--- config.mk ---
export PLATFORM = sky130hd
export DESIGN_NAME = qfc_ctrl
export DESIGN_NICKNAME = d
export VERILOG_FILES = /design/src/qfc_pkg.sv /design/src/qfc_irq_if.sv /design/src/qfc_ctrl.sv /design/src/qfc_irq.sv
export VERILOG_INCLUDE_DIRS = /design/src
export SDC_FILE = /design/constraint.sdc
export NUM_CORES = 1
export LEC_CHECK = 0
export ABC_CLOCK_PERIOD_IN_PS = 10600
export BUFFER_PORTS_ARGS = -buffer_cell sky130_fd_sc_hd__buf_4
export CAP_MARGIN = 10
export CORE_AREA = 2 2 163 165
export CTS_CLUSTER_DIAMETER = 80
export DETAILED_ROUTE_END_ITERATION = 6
export DIE_AREA = 0 0 165 167
export MAX_ROUTING_LAYER = met4
export PLACE_DENSITY = 0.65
export SLEW_MARGIN = 20
export SYNTH_ARGS = -nofsm -noshare
export SYNTH_HDL_FRONTEND = slang
export SYNTH_SLANG_ARGS = --single-unit
--- constraint.sdc ---
create_clock -name clk_sys -period 10.6 [get_ports clk_sys]
set_input_delay 1.06 -clock clk_sys [delete_from_list [all_inputs] [get_ports clk_sys]]
set_output_delay 1.06 -clock clk_sys [all_outputs]
set_load 0.02 [all_outputs]
--- src/qfc_defines.svh ---
// constants for the quad serial flash control block
`ifndef QFC_DEFINES_SVH
`define QFC_DEFINES_SVH

`define QFC_SRAM_DEPTH 8'h80
`define QFC_PART_DEFAULT 7'h40
`define QFC_QUEUE_MAX 2'h2
`define QFC_IRQ_W 12
`define QFC_CAP_TAPS 8

`define QFC_IRQ_UNDERFLOW 0
`define QFC_IRQ_IND_DONE 1
`define QFC_IRQ_IND_REJECT 2
`define QFC_IRQ_PROTECT 3
`define QFC_IRQ_ILLEGAL 4
`define QFC_IRQ_WATERMARK 5
`define QFC_IRQ_RX_OVF 6
`define QFC_IRQ_TX_NFULL 7
`define QFC_IRQ_TX_FULL 8
`define QFC_IRQ_RX_NEMPTY 9
`define QFC_IRQ_RX_FULL 10
`define QFC_IRQ_RD_PART_OVF 11

`define QFC_IRQ_LIVE_MASK 12'h780
`define QFC_ADDR3_MASK 32'h00ff_ffff

`endif

--- src/qfc_pkg.sv ---
// types of the quad serial flash control block
package qfc_pkg;

   typedef logic [11:0] qfc_irq_vec_t;

   typedef enum logic [1:0] {
      QFC_CS_IDLE = 2'h0,
      QFC_CS_ACTIVE = 2'h1,
      QFC_CS_GAP = 2'h3
   } qfc_cs_t;

endpackage

--- src/qfc_irq_if.sv ---
// interrupt carrier between the control core and the interrupt merger
`timescale 1ns/100ps
`default_nettype none

interface qfc_irq_if;
   import qfc_pkg::*;
   qfc_irq_vec_t evt;
   qfc_irq_vec_t clr;
   qfc_irq_vec_t mask;
   qfc_irq_vec_t status;
   logic irq;

   modport ctrl (output evt, output clr, output mask, input status, input irq);
   modport merge (input evt, input clr, input mask, output status, output irq);
endinterface

`default_nettype wire

--- src/qfc_ctrl.sv ---
// quad serial flash control core: clock gate, cs timing, partitions, events
`timescale 1ns/100ps
`default_nettype none
`include "qfc_defines.svh"

// Contract
// - software enable bit gates the serial reference clock on and off.
// - single active-low reset, held until software releases it.
// - 128 locations split: read gets P+1, write gets 128-P.
// - all sources merge into one active-high level interrupt.
// - status bits clear on write one, except the four legacy live bits, which follow their condition; each source masked individually.
// - underflow flag set on slow write data; clears only by reset or one.
// - indirect-complete flag set when a triggered indirect operation ends.
// - queue holds two indirect operations; a third is rejected and flagged.
// - writes to the protected region are refused and flagged.
// - wrapping bursts, split or retry on the data port flag illegal access.
// - watermark flag raised when fill level reaches the programmed watermark.
// - legacy mode receive overflow flag; a new overflow beats a clear.
// - legacy mode four live FIFO conditions act as interrupt sources.
// - a push to a full read partition while an indirect operation is pending raises overflow.
// - address bytes for all transfers, page size for writes, block size for protection.
// - chip-select delays count serial reference clock periods.
// - remap offset applies to direct transfers only.
// - read data sampling is delayed by the programmed capture delay.
// - flash serial clock is the reference clock divided by twice the baud divisor plus one, 2*(baud_div+1).
module qfc_ctrl
   import qfc_pkg::*;
(
   // clock and reset
   input wire logic clk_sys,
   input wire logic rstn,
   // configuration
   input wire logic ref_clk_en,
   input wire logic legacy_mode,
   input wire logic [3:0] baud_div,
   input wire logic [7:0] cs_gap_dly,
   input wire logic [2:0] rd_capture_dly,
   input wire logic addr_bytes_4,
   input wire logic [4:0] block_shift,
   input wire logic [4:0] page_shift,
   input wire logic [31:0] remap_offset,
   input wire logic wp_en,
   input wire logic wp_inv,
   input wire logic [15:0] wp_low_blk,
   input wire logic [15:0] wp_high_blk,
   input wire logic [6:0] part_split,
   input wire logic [7:0] watermark,
   input wire logic [11:0] irq_mask,
   input wire logic [11:0] irq_clr,
   // indirect operation queue
   input wire logic ind_req,
   input wire logic ind_done,
   output logic ind_accept,
   output logic [1:0] queue_level,
   // sram partitions
   input wire logic rd_push,
   input wire logic rd_pop,
   input wire logic wr_push,
   input wire logic wr_pop,
   output logic [7:0] rd_fill,
   output logic [7:0] wr_fill,
   output logic rd_room,
   output logic wr_room,
   // data port transfers
   input wire logic xfer_req,
   input wire logic xfer_write,
   input wire logic xfer_direct,
   input wire logic [31:0] xfer_addr,
   input wire logic dp_underrun,
   input wire logic dp_wrap_burst,
   input wire logic dp_split,
   input wire logic dp_retry,
   output logic xfer_go,
   output logic xfer_refused,
   output logic [31:0] flash_addr,
   output logic page_last,
   // legacy fifo status
   input wire logic rxf_push,
   input wire logic rxf_full,
   input wire logic rxf_empty,
   input wire logic txf_full,
   // flash pins
   input wire logic cs_req,
   input wire logic flash_miso,
   output logic flash_sclk,
   output logic flash_cs_n,
   output logic rd_bit,
   // interrupt
   output logic irq,
   output logic [11:0] irq_status
);

   function automatic logic [7:0] rd_cap(input logic [6:0] p);
      rd_cap = {1'b0, p} + 8'h01;
   endfunction

   function automatic logic [7:0] wr_cap(input logic [6:0] p);
      wr_cap = `QFC_SRAM_DEPTH - {1'b0, p};
   endfunction

   function automatic logic wp_hit(input logic [31:0] a, input logic [4:0] sh,
                                   input logic [15:0] lo, input logic [15:0] hi,
                                   input logic en, input logic inv);
      logic [31:0] blk;
      logic in_rgn;
      blk = a >> sh;
      in_rgn = (blk[15:0] >= lo) && (blk[15:0] <= hi) && (blk[31:16] == 16'h0000);
      wp_hit = en & (in_rgn ^ inv);
   endfunction

   qfc_irq_if ibus ();

   qfc_irq u_irq (
      .clk_sys (clk_sys),
      .rstn (rstn),
      .bus (ibus)
   );

   // the real gate sits in the clock manager; here the enable marks ref periods
   logic ref_tick;
   assign ref_tick = ref_clk_en;

   // indirect operation queue
   logic q_full;
   logic q_reject;
   logic q_take;
   assign q_full = (queue_level == `QFC_QUEUE_MAX);
   assign q_take = ind_req & ~q_full;
   assign q_reject = ind_req & q_full;

   always_ff @(posedge clk_sys) begin
      if (!rstn) begin
         queue_level <= 2'h0;
         ind_accept <= 1'b0;
      end else begin
         ind_accept <= q_take;
         queue_level <= queue_level + {1'b0, q_take}
                        - {1'b0, ind_done && (queue_level != 2'h0)};
      end
   end

   // sram partition fill levels
   logic rd_push_ok;
   logic wr_push_ok;
   logic rd_ovf;
   assign rd_room = (rd_fill < rd_cap(part_split));
   assign wr_room = (wr_fill < wr_cap(part_split));
   assign rd_push_ok = rd_push & rd_room;
   assign wr_push_ok = wr_push & wr_room;
   assign rd_ovf = rd_push & ~rd_room & (queue_level != 2'h0);

   always_ff @(posedge clk_sys) begin
      if (!rstn) begin
         rd_fill <= 8'h00;
      end else begin
         rd_fill <= rd_fill + {7'h00, rd_push_ok} - {7'h00, rd_pop && (rd_fill != 8'h00)};
      end
   end

   always_ff @(posedge clk_sys) begin
      if (!rstn) begin
         wr_fill <= 8'h00;
      end else begin
         wr_fill <= wr_fill + {7'h00, wr_push_ok} - {7'h00, wr_pop && (wr_fill != 8'h00)};
      end
   end

   // watermark: one event per crossing, a zero watermark never fires
   logic wm_level;
   logic wm_evt;
   assign wm_evt = (watermark != 8'h00) && (rd_fill >= watermark) && !wm_level;

   always_ff @(posedge clk_sys) begin
      if (!rstn) begin
         wm_level <= 1'b0;
      end else begin
         wm_level <= (watermark != 8'h00) && (rd_fill >= watermark);
      end
   end

   // transfer address path and write protection
   logic prot_hit;
   logic [31:0] base_addr;
   logic [31:0] page_mask;
   assign prot_hit = xfer_req & xfer_write
                     & wp_hit(xfer_addr, block_shift, wp_low_blk, wp_high_blk, wp_en, wp_inv);
   assign base_addr = xfer_direct ? (xfer_addr + remap_offset) : xfer_addr;
   assign page_mask = (32'h0000_0001 << page_shift) - 32'h0000_0001;

   always_ff @(posedge clk_sys) begin
      if (!rstn) begin
         xfer_go <= 1'b0;
         xfer_refused <= 1'b0;
         flash_addr <= 32'h0000_0000;
         page_last <= 1'b0;
      end else begin
         xfer_go <= xfer_req & ~prot_hit;
         xfer_refused <= prot_hit;
         if (xfer_req && !prot_hit) begin
            flash_addr <= addr_bytes_4 ? base_addr : (base_addr & `QFC_ADDR3_MASK);
            page_last <= xfer_write && ((base_addr & page_mask) == page_mask);
         end
      end
   end

   // chip select with deassert gap counted in reference periods
   qfc_cs_t cs_state;
   logic [7:0] gap_cnt;
   logic [3:0] div_cnt;

   always_ff @(posedge clk_sys) begin
      if (!rstn) begin
         cs_state <= QFC_CS_IDLE;
         gap_cnt <= 8'h00;
      end else begin
         unique case (cs_state)
            QFC_CS_IDLE: begin
               gap_cnt <= 8'h00;
               if (cs_req && ref_tick) begin
                  cs_state <= QFC_CS_ACTIVE;
               end
            end
            QFC_CS_ACTIVE: begin
               if (!cs_req) begin
                  cs_state <= QFC_CS_GAP;
               end
            end
            QFC_CS_GAP: begin
               if (gap_cnt >= cs_gap_dly) begin
                  cs_state <= QFC_CS_IDLE;
               end else if (ref_tick) begin
                  gap_cnt <= gap_cnt + 8'h01;
               end
            end
            default: begin
               cs_state <= QFC_CS_IDLE;
            end
         endcase
      end
   end

   assign flash_cs_n = (cs_state != QFC_CS_ACTIVE);

   // serial clock: half period is baud_div+1 reference periods
   always_ff @(posedge clk_sys) begin
      if (!rstn) begin
         flash_sclk <= 1'b0;
         div_cnt <= 4'h0;
      end else if (cs_state != QFC_CS_ACTIVE) begin
         flash_sclk <= 1'b0;
         div_cnt <= 4'h0;
      end else if (ref_tick) begin
         if (div_cnt == baud_div) begin
            flash_sclk <= ~flash_sclk;
            div_cnt <= 4'h0;
         end else begin
            div_cnt <= div_cnt + 4'h1;
         end
      end
   end

   // read capture: pin synchroniser, then a tapped delay line
   logic miso_s1;
   logic miso_s2;
   logic [`QFC_CAP_TAPS-1:0] cap;

   always_ff @(posedge clk_sys) begin
      if (!rstn) begin
         miso_s1 <= 1'b0;
         miso_s2 <= 1'b0;
      end else begin
         miso_s1 <= flash_miso;
         miso_s2 <= miso_s1;
      end
   end

   genvar gt;
   generate
      for (gt = 0; gt < `QFC_CAP_TAPS; gt++) begin : g_tap
         always_ff @(posedge clk_sys) begin
            if (!rstn) begin
               cap[gt] <= 1'b0;
            end else if (ref_tick) begin
               cap[gt] <= (gt == 0) ? miso_s2 : cap[(gt == 0) ? 0 : gt-1];
            end
         end
      end
   endgenerate

   always_ff @(posedge clk_sys) begin
      if (!rstn) begin
         rd_bit <= 1'b0;
      end else begin
         rd_bit <= cap[rd_capture_dly];
      end
   end

   // interrupt sources
   always_comb begin
      ibus.evt = '0;
      ibus.evt[`QFC_IRQ_UNDERFLOW] = dp_underrun;
      ibus.evt[`QFC_IRQ_IND_DONE] = ind_done;
      ibus.evt[`QFC_IRQ_IND_REJECT] = q_reject;
      ibus.evt[`QFC_IRQ_PROTECT] = prot_hit;
      ibus.evt[`QFC_IRQ_ILLEGAL] = dp_wrap_burst | dp_split | dp_retry;
      ibus.evt[`QFC_IRQ_WATERMARK] = wm_evt;
      ibus.evt[`QFC_IRQ_RX_OVF] = legacy_mode & rxf_push & rxf_full;
      ibus.evt[`QFC_IRQ_TX_NFULL] = legacy_mode & ~txf_full;
      ibus.evt[`QFC_IRQ_TX_FULL] = legacy_mode & txf_full;
      ibus.evt[`QFC_IRQ_RX_NEMPTY] = legacy_mode & ~rxf_empty;
      ibus.evt[`QFC_IRQ_RX_FULL] = legacy_mode & rxf_full;
      ibus.evt[`QFC_IRQ_RD_PART_OVF] = rd_ovf;
   end

   assign ibus.clr = irq_clr;
   assign ibus.mask = irq_mask;
   assign irq = ibus.irq;
   assign irq_status = ibus.status;
endmodule // qfc_ctrl

`default_nettype wire

--- src/qfc_irq.sv ---
// interrupt status, mask and merged level interrupt
`timescale 1ns/100ps
`default_nettype none
`include "qfc_defines.svh"

module qfc_irq
   import qfc_pkg::*;
(
   // clock and reset
   input wire logic clk_sys,
   input wire logic rstn,
   // carrier
   qfc_irq_if.merge bus
);

   qfc_irq_vec_t live_sel;
   assign live_sel = `QFC_IRQ_LIVE_MASK;

   genvar gi;
   generate
      for (gi = 0; gi < `QFC_IRQ_W; gi++) begin : g_bit
         always_ff @(posedge clk_sys) begin
            if (!rstn) begin
               bus.status[gi] <= 1'b0;
            end else if (live_sel[gi]) begin
               bus.status[gi] <= bus.evt[gi];
            end else begin
               // a new event beats a clear in the same cycle
               bus.status[gi] <= bus.evt[gi] | (bus.status[gi] & ~bus.clr[gi]);
            end
         end
      end
   endgenerate

   assign bus.irq = |(bus.status & bus.mask);
endmodule // qfc_irq

`default_nettype wire

==> impl_metrics.csv <==
group,metric,value,unit
power,p_int,1.01,mW
floorplan,io_pins,258,
clock_tree,clock_latency,0.34,ns
critical_path,cp-end-kind,"register",
sta,drv_slew,0,
placed_design,dp_cells,1896,
critical_path,cp_cell_sequence,"buf_4 -> clkinv_1 -> nor2_1 -> a21oi_1 -> and2_1 -> a311oi_1 -> a21oi_1 -> mux2_2 -> ha_1 -> and3_1 -> o211ai_1 -> or4_1 -> nand3_1 -> a21oi_1 -> a21oi_1 -> a21oi_1 -> nor2b_4 -> and2_4 -> o211ai_1 -> o211a_1",
sta,holdWs,0.432,ns
sta,max_slew_margin,0.420,
finish,antennaDiodeCount,0,
clock_tree,clock_path_buffers,2,
finish,area_delta_synth_final,21.9,%
critical_path,rr_endpoint,"rd_fill[6]$_SDFF_PN0_",
floorplan,core_region_area,25800,um^2
drt,wire_per_inst,18.7,um
yosys,syn_inst,1376,
power,seq_power_share,0.263,
yosys,yosysMostFrequentCell,"nand2_1",
floorplan,die-height,167,um
power,powerDensity,132,nW/um^2
finish,final_core_util,0.505,
placed_design,post-dp-hpwl,28.9,mm
worst_hold_path,min_path_cells,1,
placed_design,io_buffers,253,
power,net-switching-power,0.708,mW
power,comb_power_share,0.541,
finish,nets,1883,
critical_path,critPathMaxFanout,54,
clock_tree,cts_htree_levels,3,
floorplan,dieArea,27600,um^2
yosys,synth_flop_cell,"dfxtp_1",
clock_tree,cts-resized-gates,0,
clock_tree,cts_tree,"built",
drt,drc,0,
global_route,grt_pass1_vias,10600,
critical_path,critPathLaunch,"block_shift[1]",
critical_path,r2r_slack,6.29,ns
critical_path,critical-path-max-stage-delay,0.75,ns
drt,num_vias,10800,
sta,fmax,0.162,GHz
drt,ant_nets,0,
yosys,async_flop_share,0,
clock_tree,cts_setup_buffers,0,
critical_path,start_kind,"input pin",
yosys,synth_area,10700,um^2
critical_path,worstPathArrival,6.43,ns
sta,worst_pin_slew,0.859,ns
drt,drt_iter0_drc,885,
global_route,grt.overflow.total,0,
yosys,yosysSeqAreaShare,0.175,
critical_path,r2r_start,"rd_fill[1]$_SDFF_PN0_",
finish,drive_gt1_frac,0.205,
clock_tree,cts_root_buf,"clkbuf_16",
sta,clock_skew,0.00718,ns
sta,grt_setup_unrepaired,"false",
critical_path,crit_top_cell,"a21oi_1",
drt,viasPerCell,5.67,
critical_path,criticalPathCategory,"input pin to register",
global_route,grt_max_degree,89,
sta,setup_viol,0,
finish,fin_cells,1912,
clock_tree,clkTransAtPathRegs,0.07,ns
sta,period_share,0.584,
global_route,grt_first_pass_wirelength,56.4,mm
finish,multi_input_area,8120,um^2
clock_tree,cts_buffers,9,
sta,tns,0,ns
clock_tree,cts.sinks,93,
yosys,synth_top_area_share,0.175,
critical_path,slowest_stage,"clkinv_1",
yosys,synth-edff-count,0,
power,clockPowerShare,0.196,
yosys,synth_top_area_cell,"dfxtp_1",
global_route,grt_use_total,0.263,
yosys,synth.distinct_cells,80,
floorplan,start_util,0.414,
yosys,synth_area_leaders,"dfxtp_1, ha_1, mux2i_1, a21oi_1, mux4_2",
yosys,ys_ff_latch,93,
critical_path,r2r_cells,21,
sta,hold_violations,0,
floorplan,die_width,165,um
drt,dr.pass1.iters,5,
worst_hold_path,worstHoldPathType,"register to register",
worst_hold_path,hold_path.startpoint,"wm_level$_SDFF_PN0_",
clock_tree,hold_buffers,0,
sta,fin_crit,6.19,ns
yosys,syn_area_per_cell,7.75,um^2
power,p_sw_frac,0.413,
worst_hold_path,hold_end,"u_irq.bus.status[5]$_SDFF_PN0_",
power,p_leak,6.22,nW
yosys,syn_nets,1687,
run,drv_cap,0,
yosys,yosysWarnings,0,
drt,routed_wl,35.8,mm
placed_design,routabilityCongestion,0.976,
finish,fill_cells,2560,
global_route,antenna_found_initial,0,
critical_path,critical_path_required,10.84,ns
power,vdd_ir_drop_max,143,uV
finish,seq_area,1860,um^2
floorplan,rows,59,
run_status,status,"completed",
yosys,yosys-top-cells-count,"nand2_1, ha_1, a21oi_1",
## worst max path at each step
stage,to,slack [ns]
2_1_floorplan,flash_addr[14]$_SDFFE_PN0P_,4.91
3_3_place_gp,flash_addr[12]$_SDFFE_PN0P_,4.13
3_5_place_dp,flash_addr[12]$_SDFFE_PN0P_,4.09
4_1_cts,flash_addr[12]$_SDFFE_PN0P_,4.44
5_1_grt,flash_addr[12]$_SDFFE_PN0P_,3.87
6_report,flash_addr[12]$_SDFFE_PN0P_,4.41
## layout make-up
| cell class | instances | share of cell area |
|---|---|---|
| flip-flops and latches | 93 | 0.143 |
| well taps | 335 | 0.0322 |
| multi-input cells | 1111 | 0.624 |
| inverters | 101 | 0.0292 |
| repair buffers | 256 | 0.148 |
| clock buffers | 10 | 0.0176 |
| clock inverters | 6 | 0.00568 |
## kinds of logic after synthesis
family,after synthesis,synth area share
muxes,104,0.126
buffers and inverters,172,0.0643
DFF,93,0.175
and+or+nand+nor,436,0.202
xor gates and xnor gates,63,0.0517
AOI/OAI and AO/OA,383,0.233
adders and majority gates,125,0.149
## cells in the final DEF (no fill, tap or decap), drive strengths merged, types with 21 or more instances in the layout
| master | instances |
|---|---|
| buf | 256 |
| nor2 | 90 |
| ha | 122 |
| xnor2 | 22 |
| inv | 104 |
| mux2i | 68 |
| nand3 | 32 |
| a21oi | 113 |
| o21ai | 85 |
| nor2b | 38 |
| dfxtp | 93 |
| and2 | 24 |
| mux4 | 23 |
| xor2 | 41 |
| a21o | 21 |
| nand2 | 137 |
## worst max-delay path, delay by kind of cell
| family | cells | cell delay [ns] |
|---|---|---|
| buffers and inverters | 2 | 1.08 |
| AND/OR/NAND/NOR | 7 | 2.08 |
| adder cells (fa/ha/maj) | 1 | 0.30 |
| multiplexers | 1 | 0.31 |
| AO/OA/AOI/OAI | 9 | 1.58 |
## metrics by stage
stage | power, mW | worst slack [ns] | cell area, um^2
after detailed placement | 1.38 | 4.09 | 12700
after global routing | 1.86 | 3.87 | 13000
after floorplan | 1.07 | 4.91 | 10700
after global placement | 1.36 | 4.13 | 12700
final | 1.71 | 4.41 | 13000
after CTS | 1.72 | 4.44 | 13000
## power groups by stage
| stage | logic (mW) | registers, mW | clock network (mW) |
|---|---|---|---|
| 3_5_place_dp | 0.923 | 0.459 | 0 |
| 4_1_cts | 0.929 | 0.452 | 0.343 |
| 2_1_floorplan | 0.580 | 0.495 | 0 |
| 5_1_grt | 1.04 | 0.459 | 0.357 |
| 3_3_place_gp | 0.904 | 0.459 | 0 |
| 6_report | 0.928 | 0.451 | 0.335 |
## registers in the layout (all words and copies together) (netlist names)
name and count:
ind_accept 1, flash_sclk 1, xfer_refused 1, wm_level 1
miso_s1 1, xfer_go 1, rd_bit 1, page_last 1
miso_s2 1, wr_fill 8, cap 8, u_irq.bus.status 12
div_cnt 4, flash_addr 32, gap_cnt 8, rd_fill 8
cs_state 2, queue_level 2
## metal layers
| metal | routed length (um) | GRT usage | share of wire | vias up |
|---|---|---|---|---|
| met5 | 0 | - | 0 | - |
| met4 | 1100 | 0.0866 | 0.031 | 0 |
| met1 | 15400 | 0.336 | 0.43 | 4995 |
| met3 | 2390 | 0.0354 | 0.067 | 68 |
| met2 | 16900 | 0.427 | 0.47 | 390 |
| li1 | - | - | - | 5388 |
Power figures use the tool's default switching activity.
